--- config.mk ---
export PLATFORM = sky130hd
export DESIGN_NAME = csio_core_regs
export DESIGN_NICKNAME = d
export VERILOG_FILES = /design/src/design/csio_pkg.sv /design/src/design/csio_port_if.sv /design/src/design/csio_pin_cell.sv /design/src/design/csio_core_regs.sv
export SDC_FILE = /design/constraint.sdc
export NUM_CORES = 1
export LEC_CHECK = 0
export ABC_AREA = 1
export BUFFER_PORTS_ARGS = -buffer_cell sky130_fd_sc_hd__buf_2
export CORE_MARGIN = 8
export CORE_UTILIZATION = 50
export CTS_CLUSTER_SIZE = 24
export DETAILED_ROUTE_END_ITERATION = 10
export PLACE_DENSITY = 0.81
export SLEW_MARGIN = 20
export SYNTH_ARGS = -nofsm -noshare
export SYNTH_HDL_FRONTEND = slang
export SYNTH_SLANG_ARGS = --single-unit
--- constraint.sdc ---
create_clock -name clk_in -period 3.15 [get_ports clk_in]
set_input_delay 0.315 -clock clk_in [delete_from_list [all_inputs] [get_ports clk_in]]
set_output_delay 0.315 -clock clk_in [all_outputs]
set_load 0.05 [all_outputs]
--- src/design/csio_pkg.sv ---
// Package with register addresses, field positions and reset values for the core register file
package csio_pkg;
   // ----------------------------------------------------------------
   // Register addresses in the special function space
   // ----------------------------------------------------------------
   localparam logic [7:0] ADDR_PORT0_LATCH = 8'h80;
   localparam logic [7:0] ADDR_STACK_PTR = 8'h81;
   localparam logic [7:0] ADDR_DATA_POINTER16_LOW = 8'h82;
   localparam logic [7:0] ADDR_DATA_POINTER16_HIGH = 8'h83;
   localparam logic [7:0] ADDR_PORT1_LATCH = 8'h90;
   localparam logic [7:0] ADDR_PORT1_OE = 8'h91;
   localparam logic [7:0] ADDR_PORT2_LATCH = 8'hA0;
   localparam logic [7:0] ADDR_PORT2_OE = 8'hA1;
   localparam logic [7:0] ADDR_PORT0_OE = 8'hA2;
   localparam logic [7:0] ADDR_STATUS_WORD = 8'hD0;
   localparam logic [7:0] ADDR_MAIN_OPERAND = 8'hE0;
   localparam logic [7:0] ADDR_SECOND_OPERAND = 8'hF0;
   // ----------------------------------------------------------------
   // Status word field positions
   // ----------------------------------------------------------------
   localparam int PSW_CARRY_BIT = 7;
   localparam int PSW_HALF_CARRY_BIT = 6;
   localparam int PSW_USER_ZERO_BIT = 5;
   localparam int PSW_BANK_HIGH_BIT = 4;
   localparam int PSW_BANK_LOW_BIT = 3;
   localparam int PSW_EXCESS_BIT = 2;
   localparam int PSW_USER_ONE_BIT = 1;
   localparam int PSW_PARITY_BIT = 0;
   localparam logic [4:0] BANK_BASE_STEP = 5'h08;
   // ----------------------------------------------------------------
   // Widths and reset values
   // ----------------------------------------------------------------
   localparam int PORT0_PINS = 4;
   localparam int PORT1_PINS = 6;
   localparam int PORT2_PINS = 2;
   localparam logic [7:0] RESET_STACK_PTR = 8'h07;
   localparam logic [15:0] RESET_PROG_CNT = 16'h0000;
   localparam logic [7:0] RESET_ZERO_BYTE = 8'h00;
   localparam logic [7:0] RESET_PORT0_LATCH = 8'hFF;
   localparam logic [7:0] RESET_PORT1_LATCH = 8'hFF;
   localparam logic [7:0] RESET_PORT2_LATCH = 8'h00;
   localparam logic [7:0] RESET_PORT_OE = 8'h00;
endpackage

--- src/design/csio_port_if.sv ---
// Interface carrying one port's latch, drive enable and sampled pin levels
`timescale 1ns/1ps
`default_nettype none
interface csio_port_if;
   logic [7:0] latch_val;
   logic [7:0] out_enable;
   logic [7:0] pin_level;
   // Register side owns latch and enable, the pin cell returns the level
   modport reg_side (output latch_val, output out_enable, input pin_level);
   modport pin_side (input latch_val, input out_enable, output pin_level);
endinterface
`default_nettype wire

--- src/design/csio_pin_cell.sv ---
// One port's pin cells: output drivers plus synchronised input buffers
`timescale 1ns/1ps
`default_nettype none
module csio_pin_cell #(
   parameter int PINS = 4
) (
   // Clock and reset
   input wire logic clk_in,
   input wire logic reset_n_in,
   // Register side
   csio_port_if.pin_side port,
   // Pin side
   input wire logic [PINS-1:0] pin_in,
   output logic [PINS-1:0] pin_out,
   output logic [PINS-1:0] pin_oe_out
);
   logic [PINS-1:0] sync_first_reg;
   logic [PINS-1:0] sync_second_reg;

   // ----------------------------------------------------------------
   // Output drivers
   // ----------------------------------------------------------------
   // Latch value drives level, enable only when direction bit set
   assign pin_out = port.latch_val[PINS-1:0];
   assign pin_oe_out = port.out_enable[PINS-1:0];

   // ----------------------------------------------------------------
   // Input buffers
   // ----------------------------------------------------------------
   // Two stages since the pad is asynchronous to the core clock
   always_ff @(posedge clk_in or negedge reset_n_in) begin
      if (!reset_n_in) begin
         sync_first_reg <= '0;
         sync_second_reg <= '0;
      end else begin
         sync_first_reg <= pin_in;
         sync_second_reg <= sync_first_reg;
      end
   end

   // Unused upper bits read as zero
   assign port.pin_level = {{(8-PINS){1'b0}}, sync_second_reg};
endmodule
`default_nettype wire

--- src/design/csio_core_regs.sv ---
// Core architectural registers and the three digital port registers
//
// Functional notes
// - Accumulator is main operand source and destination
// - Second operand register for multiply, divide, scratch
// - Status word carry, half carry, excess, parity
// - Status bit 5 is software-written user flag
// - Bank select bits choose working register bank
// - Stack pointer resets to 0x07
// - Stack pointer increments before push or call
// - Sixteen-bit data pointer from two byte halves
// - Data pointer addresses table reads and external data
// - Program counter sixteen bits, reset to zero
// - Program counter advances on fetch and operand
// - Port latch bit drives matching pin level
// - Direction bit one makes pin an output
// - Port latches at 0x80, 0x90, 0xA0
// - Direction registers at 0xA2, 0x91, 0xA1
// - Ports serve pins 4-7, 8-11/14-15, 16-17
// - Every port pin is bidirectional
// - Port read returns real pin level
`timescale 1ns/1ps
`default_nettype none
module csio_core_regs (
   // Clock and reset
   input wire logic clk_in,
   input wire logic reset_n_in,
   // Special function register bus from the core
   input wire logic [7:0] sfr_addr_in,
   input wire logic sfr_wr_in,
   input wire logic sfr_rd_in,
   input wire logic [7:0] sfr_wdata_in,
   output logic [7:0] sfr_rdata_out,
   output logic sfr_hit_out,
   // Execution-unit writes of the working registers
   input wire logic acc_load_in,
   input wire logic [7:0] acc_value_in,
   input wire logic b_load_in,
   input wire logic [7:0] b_value_in,
   input wire logic flags_load_in,
   input wire logic carry_in,
   input wire logic half_carry_in,
   input wire logic excess_in,
   // Stack, program counter and data pointer controls
   input wire logic stack_push_in,
   input wire logic stack_pop_in,
   input wire logic pc_fetch_in,
   input wire logic pc_load_in,
   input wire logic [15:0] pc_value_in,
   input wire logic data_pointer16_load_in,
   input wire logic [15:0] data_pointer16_value_in,
   input wire logic data_pointer16_inc_in,
   // Architectural state towards the execution unit
   output logic [7:0] main_operand_out,
   output logic [7:0] second_operand_out,
   output logic [7:0] status_word_out,
   output logic [4:0] bank_base_out,
   output logic [7:0] stack_pointer_out,
   output logic [7:0] stack_addr_out,
   output logic [15:0] data_pointer16_out,
   output logic [15:0] table_addr_out,
   output logic [15:0] prog_counter_out,
   // Digital I/O pins
   input wire logic [3:0] port0_pin_in,
   output logic [3:0] port0_pin_out,
   output logic [3:0] port0_pin_oe_out,
   input wire logic [5:0] port1_pin_in,
   output logic [5:0] port1_pin_out,
   output logic [5:0] port1_pin_oe_out,
   input wire logic [1:0] port2_pin_in,
   output logic [1:0] port2_pin_out,
   output logic [1:0] port2_pin_oe_out
);
   // ----------------------------------------------------------------
   // Storage
   // ----------------------------------------------------------------
   logic [7:0] main_operand_reg;
   logic [7:0] second_operand_reg;
   logic carry_flag_reg;
   logic bcd_half_carry_flag_reg;
   logic user_flag_zero_reg;
   logic bank_select_high_reg;
   logic bank_select_low_reg;
   logic signed_excess_flag_reg;
   logic user_flag_one_reg;
   logic parity_flag;
   logic [7:0] stack_pointer_reg;
   logic [7:0] data_pointer_low_reg;
   logic [7:0] data_pointer_high_reg;
   logic [15:0] prog_counter_reg;
   logic [7:0] port_zero_latch_reg;
   logic [7:0] port_one_latch_reg;
   logic [7:0] port_two_latch_reg;
   logic [7:0] port_zero_out_enable_reg;
   logic [7:0] port_one_out_enable_reg;
   logic [7:0] port_two_out_enable_reg;
   logic [7:0] read_mux;
   logic read_hit;
   logic [15:0] data_pointer16_sum;

   csio_port_if port0_if ();
   csio_port_if port1_if ();
   csio_port_if port2_if ();

   // Bus write strobe per address
   function automatic logic wr_at(input logic [7:0] addr);
      wr_at = sfr_wr_in && (sfr_addr_in == addr);
   endfunction

   // ----------------------------------------------------------------
   // Operand registers
   // ----------------------------------------------------------------
   // Bus write takes priority over the execution unit on a clash
   always_ff @(posedge clk_in or negedge reset_n_in) begin
      if (!reset_n_in) begin
         main_operand_reg <= csio_pkg::RESET_ZERO_BYTE;
      end else if (wr_at(csio_pkg::ADDR_MAIN_OPERAND)) begin
         main_operand_reg <= sfr_wdata_in;
      end else if (acc_load_in) begin
         main_operand_reg <= acc_value_in;
      end
   end

   // Scratch storage as well as the multiply and divide partner
   always_ff @(posedge clk_in or negedge reset_n_in) begin
      if (!reset_n_in) begin
         second_operand_reg <= csio_pkg::RESET_ZERO_BYTE;
      end else if (wr_at(csio_pkg::ADDR_SECOND_OPERAND)) begin
         second_operand_reg <= sfr_wdata_in;
      end else if (b_load_in) begin
         second_operand_reg <= b_value_in;
      end
   end

   // ----------------------------------------------------------------
   // Status word
   // ----------------------------------------------------------------
   // Arithmetic flags follow the execution unit unless software writes
   always_ff @(posedge clk_in or negedge reset_n_in) begin
      if (!reset_n_in) begin
         carry_flag_reg <= 1'b0;
         bcd_half_carry_flag_reg <= 1'b0;
         signed_excess_flag_reg <= 1'b0;
      end else if (wr_at(csio_pkg::ADDR_STATUS_WORD)) begin
         carry_flag_reg <= sfr_wdata_in[csio_pkg::PSW_CARRY_BIT];
         bcd_half_carry_flag_reg <= sfr_wdata_in[csio_pkg::PSW_HALF_CARRY_BIT];
         signed_excess_flag_reg <= sfr_wdata_in[csio_pkg::PSW_EXCESS_BIT];
      end else if (flags_load_in) begin
         carry_flag_reg <= carry_in;
         bcd_half_carry_flag_reg <= half_carry_in;
         signed_excess_flag_reg <= excess_in;
      end
   end

   // Software-only bits: user flags and bank selection
   always_ff @(posedge clk_in or negedge reset_n_in) begin
      if (!reset_n_in) begin
         user_flag_zero_reg <= 1'b0;
         bank_select_high_reg <= 1'b0;
         bank_select_low_reg <= 1'b0;
         user_flag_one_reg <= 1'b0;
      end else if (wr_at(csio_pkg::ADDR_STATUS_WORD)) begin
         user_flag_zero_reg <= sfr_wdata_in[csio_pkg::PSW_USER_ZERO_BIT];
         bank_select_high_reg <= sfr_wdata_in[csio_pkg::PSW_BANK_HIGH_BIT];
         bank_select_low_reg <= sfr_wdata_in[csio_pkg::PSW_BANK_LOW_BIT];
         user_flag_one_reg <= sfr_wdata_in[csio_pkg::PSW_USER_ONE_BIT];
      end
   end

   // Parity is live from the accumulator, so writes to it are ignored
   assign parity_flag = ^main_operand_reg;

   always_comb begin
      status_word_out = '0;
      status_word_out[csio_pkg::PSW_CARRY_BIT] = carry_flag_reg;
      status_word_out[csio_pkg::PSW_HALF_CARRY_BIT] = bcd_half_carry_flag_reg;
      status_word_out[csio_pkg::PSW_USER_ZERO_BIT] = user_flag_zero_reg;
      status_word_out[csio_pkg::PSW_BANK_HIGH_BIT] = bank_select_high_reg;
      status_word_out[csio_pkg::PSW_BANK_LOW_BIT] = bank_select_low_reg;
      status_word_out[csio_pkg::PSW_EXCESS_BIT] = signed_excess_flag_reg;
      status_word_out[csio_pkg::PSW_USER_ONE_BIT] = user_flag_one_reg;
      status_word_out[csio_pkg::PSW_PARITY_BIT] = parity_flag;
   end

   // Bank base is 8 times the bank number: 0x00, 0x08, 0x10, 0x18
   assign bank_base_out = 5'({bank_select_high_reg, bank_select_low_reg})
      * csio_pkg::BANK_BASE_STEP;

   // ----------------------------------------------------------------
   // Stack pointer
   // ----------------------------------------------------------------
   // Pre-increment on push, post-decrement on pop
   always_ff @(posedge clk_in or negedge reset_n_in) begin
      if (!reset_n_in) begin
         stack_pointer_reg <= csio_pkg::RESET_STACK_PTR;
      end else if (wr_at(csio_pkg::ADDR_STACK_PTR)) begin
         stack_pointer_reg <= sfr_wdata_in;
      end else if (stack_push_in) begin
         stack_pointer_reg <= stack_pointer_reg + 8'h01;
      end else if (stack_pop_in) begin
         stack_pointer_reg <= stack_pointer_reg - 8'h01;
      end
   end

   // Store address during a push is the already-incremented pointer
   assign stack_addr_out = stack_push_in ? stack_pointer_reg + 8'h01
      : stack_pointer_reg;

   // ----------------------------------------------------------------
   // Data pointer
   // ----------------------------------------------------------------
   assign data_pointer16_sum = {data_pointer_high_reg, data_pointer_low_reg} + 16'h0001;

   // Each half loads alone by byte moves; whole loads come from the core
   always_ff @(posedge clk_in or negedge reset_n_in) begin
      if (!reset_n_in) begin
         data_pointer_low_reg <= csio_pkg::RESET_ZERO_BYTE;
      end else if (wr_at(csio_pkg::ADDR_DATA_POINTER16_LOW)) begin
         data_pointer_low_reg <= sfr_wdata_in;
      end else if (data_pointer16_load_in) begin
         data_pointer_low_reg <= data_pointer16_value_in[7:0];
      end else if (data_pointer16_inc_in) begin
         data_pointer_low_reg <= data_pointer16_sum[7:0];
      end
   end

   always_ff @(posedge clk_in or negedge reset_n_in) begin
      if (!reset_n_in) begin
         data_pointer_high_reg <= csio_pkg::RESET_ZERO_BYTE;
      end else if (wr_at(csio_pkg::ADDR_DATA_POINTER16_HIGH)) begin
         data_pointer_high_reg <= sfr_wdata_in;
      end else if (data_pointer16_load_in) begin
         data_pointer_high_reg <= data_pointer16_value_in[15:8];
      end else if (data_pointer16_inc_in) begin
         data_pointer_high_reg <= data_pointer16_sum[15:8];
      end
   end

   assign data_pointer16_out = {data_pointer_high_reg, data_pointer_low_reg};
   // Code table address is pointer plus accumulator
   assign table_addr_out = data_pointer16_out + {8'h00, main_operand_reg};

   // ----------------------------------------------------------------
   // Program counter
   // ----------------------------------------------------------------
   // Jumps take priority over the fetch increment
   always_ff @(posedge clk_in or negedge reset_n_in) begin
      if (!reset_n_in) begin
         prog_counter_reg <= csio_pkg::RESET_PROG_CNT;
      end else if (pc_load_in) begin
         prog_counter_reg <= pc_value_in;
      end else if (pc_fetch_in) begin
         prog_counter_reg <= prog_counter_reg + 16'h0001;
      end
   end

   // ----------------------------------------------------------------
   // Port latches and direction registers
   // ----------------------------------------------------------------
   // Latches accept writes whatever the direction setting
   always_ff @(posedge clk_in or negedge reset_n_in) begin
      if (!reset_n_in) begin
         port_zero_latch_reg <= csio_pkg::RESET_PORT0_LATCH;
         port_one_latch_reg <= csio_pkg::RESET_PORT1_LATCH;
         port_two_latch_reg <= csio_pkg::RESET_PORT2_LATCH;
      end else begin
         if (wr_at(csio_pkg::ADDR_PORT0_LATCH)) begin
            port_zero_latch_reg <= sfr_wdata_in;
         end
         if (wr_at(csio_pkg::ADDR_PORT1_LATCH)) begin
            port_one_latch_reg <= sfr_wdata_in;
         end
         if (wr_at(csio_pkg::ADDR_PORT2_LATCH)) begin
            port_two_latch_reg <= sfr_wdata_in;
         end
      end
   end

   // All pins come up as inputs so nothing fights the board at reset
   always_ff @(posedge clk_in or negedge reset_n_in) begin
      if (!reset_n_in) begin
         port_zero_out_enable_reg <= csio_pkg::RESET_PORT_OE;
         port_one_out_enable_reg <= csio_pkg::RESET_PORT_OE;
         port_two_out_enable_reg <= csio_pkg::RESET_PORT_OE;
      end else begin
         if (wr_at(csio_pkg::ADDR_PORT0_OE)) begin
            port_zero_out_enable_reg <= sfr_wdata_in;
         end
         if (wr_at(csio_pkg::ADDR_PORT1_OE)) begin
            port_one_out_enable_reg <= sfr_wdata_in;
         end
         if (wr_at(csio_pkg::ADDR_PORT2_OE)) begin
            port_two_out_enable_reg <= sfr_wdata_in;
         end
      end
   end

   assign port0_if.latch_val = port_zero_latch_reg;
   assign port0_if.out_enable = port_zero_out_enable_reg;
   assign port1_if.latch_val = port_one_latch_reg;
   assign port1_if.out_enable = port_one_out_enable_reg;
   assign port2_if.latch_val = port_two_latch_reg;
   assign port2_if.out_enable = port_two_out_enable_reg;

   // ----------------------------------------------------------------
   // Pin cells, one per port, sized to the pins each serves
   // ----------------------------------------------------------------
   csio_pin_cell #(.PINS(csio_pkg::PORT0_PINS)) u_port0 (
      .clk_in(clk_in),
      .reset_n_in(reset_n_in),
      .port(port0_if.pin_side),
      .pin_in(port0_pin_in),
      .pin_out(port0_pin_out),
      .pin_oe_out(port0_pin_oe_out)
   );

   csio_pin_cell #(.PINS(csio_pkg::PORT1_PINS)) u_port1 (
      .clk_in(clk_in),
      .reset_n_in(reset_n_in),
      .port(port1_if.pin_side),
      .pin_in(port1_pin_in),
      .pin_out(port1_pin_out),
      .pin_oe_out(port1_pin_oe_out)
   );

   csio_pin_cell #(.PINS(csio_pkg::PORT2_PINS)) u_port2 (
      .clk_in(clk_in),
      .reset_n_in(reset_n_in),
      .port(port2_if.pin_side),
      .pin_in(port2_pin_in),
      .pin_out(port2_pin_out),
      .pin_oe_out(port2_pin_oe_out)
   );

   // ----------------------------------------------------------------
   // Read path
   // ----------------------------------------------------------------
   // Port reads show the pad, not the latch, even for outputs
   always_comb begin
      read_mux = 8'h00;
      read_hit = 1'b1;
      case (sfr_addr_in)
         csio_pkg::ADDR_PORT0_LATCH: read_mux = port0_if.pin_level;
         csio_pkg::ADDR_PORT1_LATCH: read_mux = port1_if.pin_level;
         csio_pkg::ADDR_PORT2_LATCH: read_mux = port2_if.pin_level;
         csio_pkg::ADDR_PORT0_OE: read_mux = port_zero_out_enable_reg;
         csio_pkg::ADDR_PORT1_OE: read_mux = port_one_out_enable_reg;
         csio_pkg::ADDR_PORT2_OE: read_mux = port_two_out_enable_reg;
         csio_pkg::ADDR_STACK_PTR: read_mux = stack_pointer_reg;
         csio_pkg::ADDR_DATA_POINTER16_LOW: read_mux = data_pointer_low_reg;
         csio_pkg::ADDR_DATA_POINTER16_HIGH: read_mux = data_pointer_high_reg;
         csio_pkg::ADDR_STATUS_WORD: read_mux = status_word_out;
         csio_pkg::ADDR_MAIN_OPERAND: read_mux = main_operand_reg;
         csio_pkg::ADDR_SECOND_OPERAND: read_mux = second_operand_reg;
         default: read_hit = 1'b0;
      endcase
   end

   // Registered read data, one cycle after the strobe; misses read zero
   always_ff @(posedge clk_in or negedge reset_n_in) begin
      if (!reset_n_in) begin
         sfr_rdata_out <= 8'h00;
      end else if (sfr_rd_in) begin
         sfr_rdata_out <= read_mux;
      end
   end

   assign sfr_hit_out = read_hit;
   assign main_operand_out = main_operand_reg;
   assign second_operand_out = second_operand_reg;
   assign stack_pointer_out = stack_pointer_reg;
   assign prog_counter_out = prog_counter_reg;
endmodule
`default_nettype wire

## Word level (Yosys, flattened, before mapping)

Cells that the tools add are included.

| word-level totals | value |
|---|---|
| flip-flop bits (word level) | 131 |
| input bits | 92 |
| output and inout port bits | 126 |

| operators by class | value |
|---|---|
| $add $sub $neg | 5 |
| equality and inequality tests | 12 |
| mux-type cells | 24 |
| reductions and logical operators | 21 |

Operator list:

| cell | number |
|---|---|
| $mux 8 | 14 |
| $eq 8x8->1 const B | 12 |
| $pmux 8 s12 | 1 |
| $add 16x1->16 const B | 2 |
| $mux 16 | 2 |
| $add 16x8->16 | 1 |
| $logic_and 1x1->1 | 12 |
| $reduce_or 12->1 | 1 |
| $reduce_bool 3->1 | 3 |
| $add 8x1->8 const B | 1 |
| $reduce_bool 2->1 | 4 |
| $reduce_xor 8->1 | 1 |
| $sub 8x1->8 const B | 1 |
| $mux 1 | 7 |

## Logic depth before layout (Yosys ltp)

| depth | value |
|---|---|
| word-level depth | 4 |
| depth in mapped cells | 12 |
| gate-level depth less buffers | 11 |

## By module

A second synthesis with hierarchy kept.

| unflattened totals | value |
|---|---|
| cell total of the unflattened synthesis | 1079 |
| area total of the unflattened synthesis | 8633.3 µm² |

Modules (own cells, without submodules):

| module | instances | cells an instance | area an instance (µm²) |
|---|---|---|---|
| csio_core_regs | 1 | 1016 | 7751.2 |
| csio_pin_cell at u_port1 | 1 | 27 | 409.1 |
| csio_pin_cell at u_port0 | 1 | 21 | 294.0 |
| csio_pin_cell at u_port2 | 1 | 15 | 178.9 |

## Least setup slack after synthesis

OpenSTA, ideal clock, no wires.

| timing path | value |
|---|---|
| kind | flip-flop to output port |
| from | register main_operand_reg[0] (netlist: main_operand_out[0]) |
| to | output table_addr_out[10] |
| data arrival time | 2.728 ns |
| slack | 0.107 ns |
| stages on the path, launching flop included | 10 |
| buffers on the path | 0 |
| path through | dfrtp_1 > ha_1 > inv_1 > fa_1 > nand3b_1 > nor2_1 > nor2_1 > o21bai_1 > nand2_1 > xor2_1 |

| on the way | value |
|---|---|
| longest elaborated chain between the ends | 1 |

Ends and longest elaborated chain:

| what | line | RTL |
|---|---|---|
| start, declared | csio_core_regs.sv:77 | `logic [7:0] main_operand_reg;` |
| start signal, assigned | csio_core_regs.sv:116 | `main_operand_reg <= csio_pkg::RESET_ZERO_BYTE;` |
| start signal, assigned | csio_core_regs.sv:118 | `main_operand_reg <= sfr_wdata_in;` |
| start signal, assigned | csio_core_regs.sv:120 | `main_operand_reg <= acc_value_in;` |
| $add 16x8->16 | csio_core_regs.sv:241 | `assign table_addr_out = data_pointer16_out + {8'h00, main_operand_reg};` |
| end, declared | csio_core_regs.sv:61 | `output logic [15:0] table_addr_out,` |

Every way passes these cells.

## Final worst setup path

| timing path | value |
|---|---|
| from | register data_pointer_low_reg[0] |
| to | output table_addr_out[10] |

| on the way | value |
|---|---|
| longest elaborated chain between the ends | 1 |

Ends and longest elaborated chain:

| what | line | RTL |
|---|---|---|
| start, declared | csio_core_regs.sv:88 | `logic [7:0] data_pointer_low_reg;` |
| start signal, assigned | csio_core_regs.sv:217 | `data_pointer_low_reg <= csio_pkg::RESET_ZERO_BYTE;` |
| start signal, assigned | csio_core_regs.sv:219 | `data_pointer_low_reg <= sfr_wdata_in;` |
| start signal, assigned | csio_core_regs.sv:221 | `data_pointer_low_reg <= data_pointer16_value_in[7:0];` |
| $add 16x8->16 | csio_core_regs.sv:241 |  |

Every way passes these cells.

==> flow_summary.json <==
{
  "status": "finished clean",
  "worstMarginPinSlew_ps": 961,
  "min_path_type": "input port to asynchronous set/reset pin",
  "rsz0062_at_grt": "no",
  "intPower_uw": 3770,
  "seqPwrFrac": 0.319,
  "fp-row-count": 46,
  "drv_cap": 0,
  "p_per_area_mw_per_mm2": 669,
  "first_pass_iters": 6,
  "ys_seq_elements": 131,
  "drcViolationCount": 0,
  "antenna_found_initial": 4,
  "critPathLaunchType": "flop",
  "fill_cells": 1417,
  "ys_warn_count": 0,
  "synth_area_per_cell_um2": 7.97,
  "fin_nets": 1300,
  "comb_power_share": 0.353,
  "finalCriticalPeriod_ps": 3000,
  "yosys.area.top_type_share": 0.373,
  "power_leakage_uw": 0.00496,
  "largest_reg_flops": 16,
  "maxSlewViolCount": 0,
  "fin_tns_setup_ps": 0,
  "crit_path_end_kind": "output port",
  "peakVddDrop_v": 0.000384,
  "cts_made_buffers": 17,
  "die_area_mm2": 0.0201,
  "grt_pass1_wl_um": 39700,
  "grt_pass1_vias": 7492,
  "core-area_mm2": 0.0157,
  "slew_headroom": 0.360,
  "synth_cells": 994,
  "synth_area_leader_cell": "dfrtp_1",
  "postCtsSetupBuffers": 0,
  "synth_seq_area_share": 0.416,
  "rr_worst_depth": 7,
  "fmax_mhz": 333,
  "drt-wirelength-per-cell_um": 18.0,
  "grt_max_degree": 72,
  "setup_viol": 0,
  "htreeDepth": 4,
  "ant_nets": 0,
  "initial_core_util": 0.506,
  "synthDistinctLibCells": 51,
  "clock_power_share": 0.328,
  "fin_crit_sh": 0.954,
  "arrival_ps": 2690,
  "insertion_delay_ps": 430,
  "swShare": 0.421,
  "die_y_um": 142,
  "path_class": "flop to output port",
  "num_io_pins": 218,
  "drive_above_1_share": 0.269,
  "worstPathMaxFanout": 7,
  "root_buffer": "clkbuf_16",
  "drt_iter0_markers": 746,
  "portBuffers": 214,
  "netlist_top_cells_area": "dfrtp_1, nand2_1, nand3_1",
  "cts_tree": "yes",
  "clock_sinks": 131,
  "cts_buffer_depth": 2,
  "switchingPower_uw": 2730,
  "syn-cell-area_mm2": 0.00792,
  "fin_skew_ps": 9.89,
  "hold_viol_final": 0,
  "wl_um": 25700,
  "required_ps": 2830,
  "gp_congestion": 0.942,
  "syn_to_final_growth_pct": 22.7,
  "die_w_um": 142,
  "dr_total_vias": 7742,
  "viasPerCell": 5.44,
  "final_util": 0.621,
  "clk_pin_slew_ps": 60,
  "grt_use_total": 0.253,
  "place_hpwl_um": 19600,
  "overflow": 0
}
## metrics by stage
step	total power [uW]	cell area, um2	hold slack, ps	worst slack, ps	instances
after global placement	4330	8960	333	643	1378
after global routing	6760	9710	111	11.9	1422
final	6500	9710	37.9	146	1423
after CTS	6510	9710	65.4	118	1422
after detailed placement	4370	8960	335	562	1378
after floorplan	3780	7930	19.4	107	996
## cell usage after synthesis (all sizes together)
master	number
nor2	88
xor2	32
clkbuf	6
a22oi	7
dfstp	13
or2	5
nor4	1
o211ai	14
a21oi	16
conb	1
o22ai	18
clkinv	6
ha	14
o221ai	28
nand3b	2
mux2i	1
o21bai	2
nand4	18
fa	1
inv	113
o21a	6
and3	2
xnor2	10
nor3	11
dfrtp	118
nand2	247
nand3	89
a31oi	1
o21ai	77
buf	45
a21o	1
and2	1
## worst max-delay path: stages, from the launching register on
cell and delay [ps]:
dfrtp_1 460, ha_1 230, inv_1 60, fa_1 400, nand3b_1 210, nor2_1 100, nor2_1 70, o21bai_1 240
nand2_1 100, xor2_1 150, clkbuf_4 250
## layout make-up
class                   instances  area, um2  area share
multi-input cells             695       3830       0.395
flip-flops and latches        131       3300       0.339
repair buffers                229       1230       0.127
inverters                     119        450      0.0464
clock buffers                  19        433      0.0446
well taps                     216        270      0.0278
clock inverters                13        198      0.0204
diodes                          1       2.50    0.000258
## placed cells by master, fill, tap and decap left out, types with 8 or more instances in the layout
cell / instances
nand3_1: 86
ha_1: 14
buf_2: 212
o21ai_0: 54
nor2_4: 8
inv_2: 13
xor2_1: 32
dlygate4sd3_1: 12
o221ai_1: 28
nor2_1: 73
o22ai_1: 18
clkbuf_16: 17
o21ai_1: 17
nand2_2: 12
a21oi_1: 16
nand4_1: 18
nor3_1: 9
nand2_1: 229
inv_1: 99
dfstp_2: 13
o211ai_1: 12
xnor2_1: 10
dfrtp_1: 117
## worst paths after layout
check / from / to / slack [ps]
setup / recovery: data_pointer_low_reg[0] / table_addr_out[10] / 150
setup reg to reg: data_pointer_low_reg[7] / data_pointer_high_reg[2] / 1400
max in group asynchronous: reset_n_in / port1_if.out_enable[6] / 2260
hold reg to reg: u_port0.sync_first_reg[1] / u_port0.sync_second_reg[1] / 350
min in group clk_in: pc_value_in[1] / prog_counter_out[1] / 110
hold / removal: reset_n_in / u_port0.sync_first_reg[1] / 40
## power groups by stage
stage / registers, uW / logic, uW / clock network, uW
finish: 2070 / 2290 / 2140
global placement: 2090 / 2240 / 0
detailed placement: 2100 / 2270 / 0
global route: 2100 / 2440 / 2220
CTS: 2070 / 2290 / 2150
floorplan: 2480 / 1300 / 0
## cell families (layout without fill, tap and decap cells)
logic type,Yosys count,after routing,synth area share
xor gates and xnor gates,42,42,0.0465
adders and majority gates,15,15,0.0247
DFF,131,131,0.416
other,1,4,0.000474
AOI/OAI and AO/OA,170,170,0.137
and+or+nand+nor,464,464,0.273
buffers and inverters,170,380,0.101
muxes,1,1,0.00126
## layer usage
layer | track usage | share of wire | vias to the layer above
met2 | 0.397 | 0.45 | 415
li1 | - | - | 3685
met4 | 0.106 | 0.037 | 6
met3 | 0.0786 | 0.11 | 76
met1 | 0.318 | 0.40 | 3560
met5 | 0 | 0.0017 | -
## what timing repair did
item | 4_1_cts | 5_1_grt
gates resized for setup | 0 | 2
hold buffers | 12 | 0
hold endpoints to repair | 12 | 0
endpoints found under the setup margin | 0 | 1
Power figures use the tool's default switching activity.
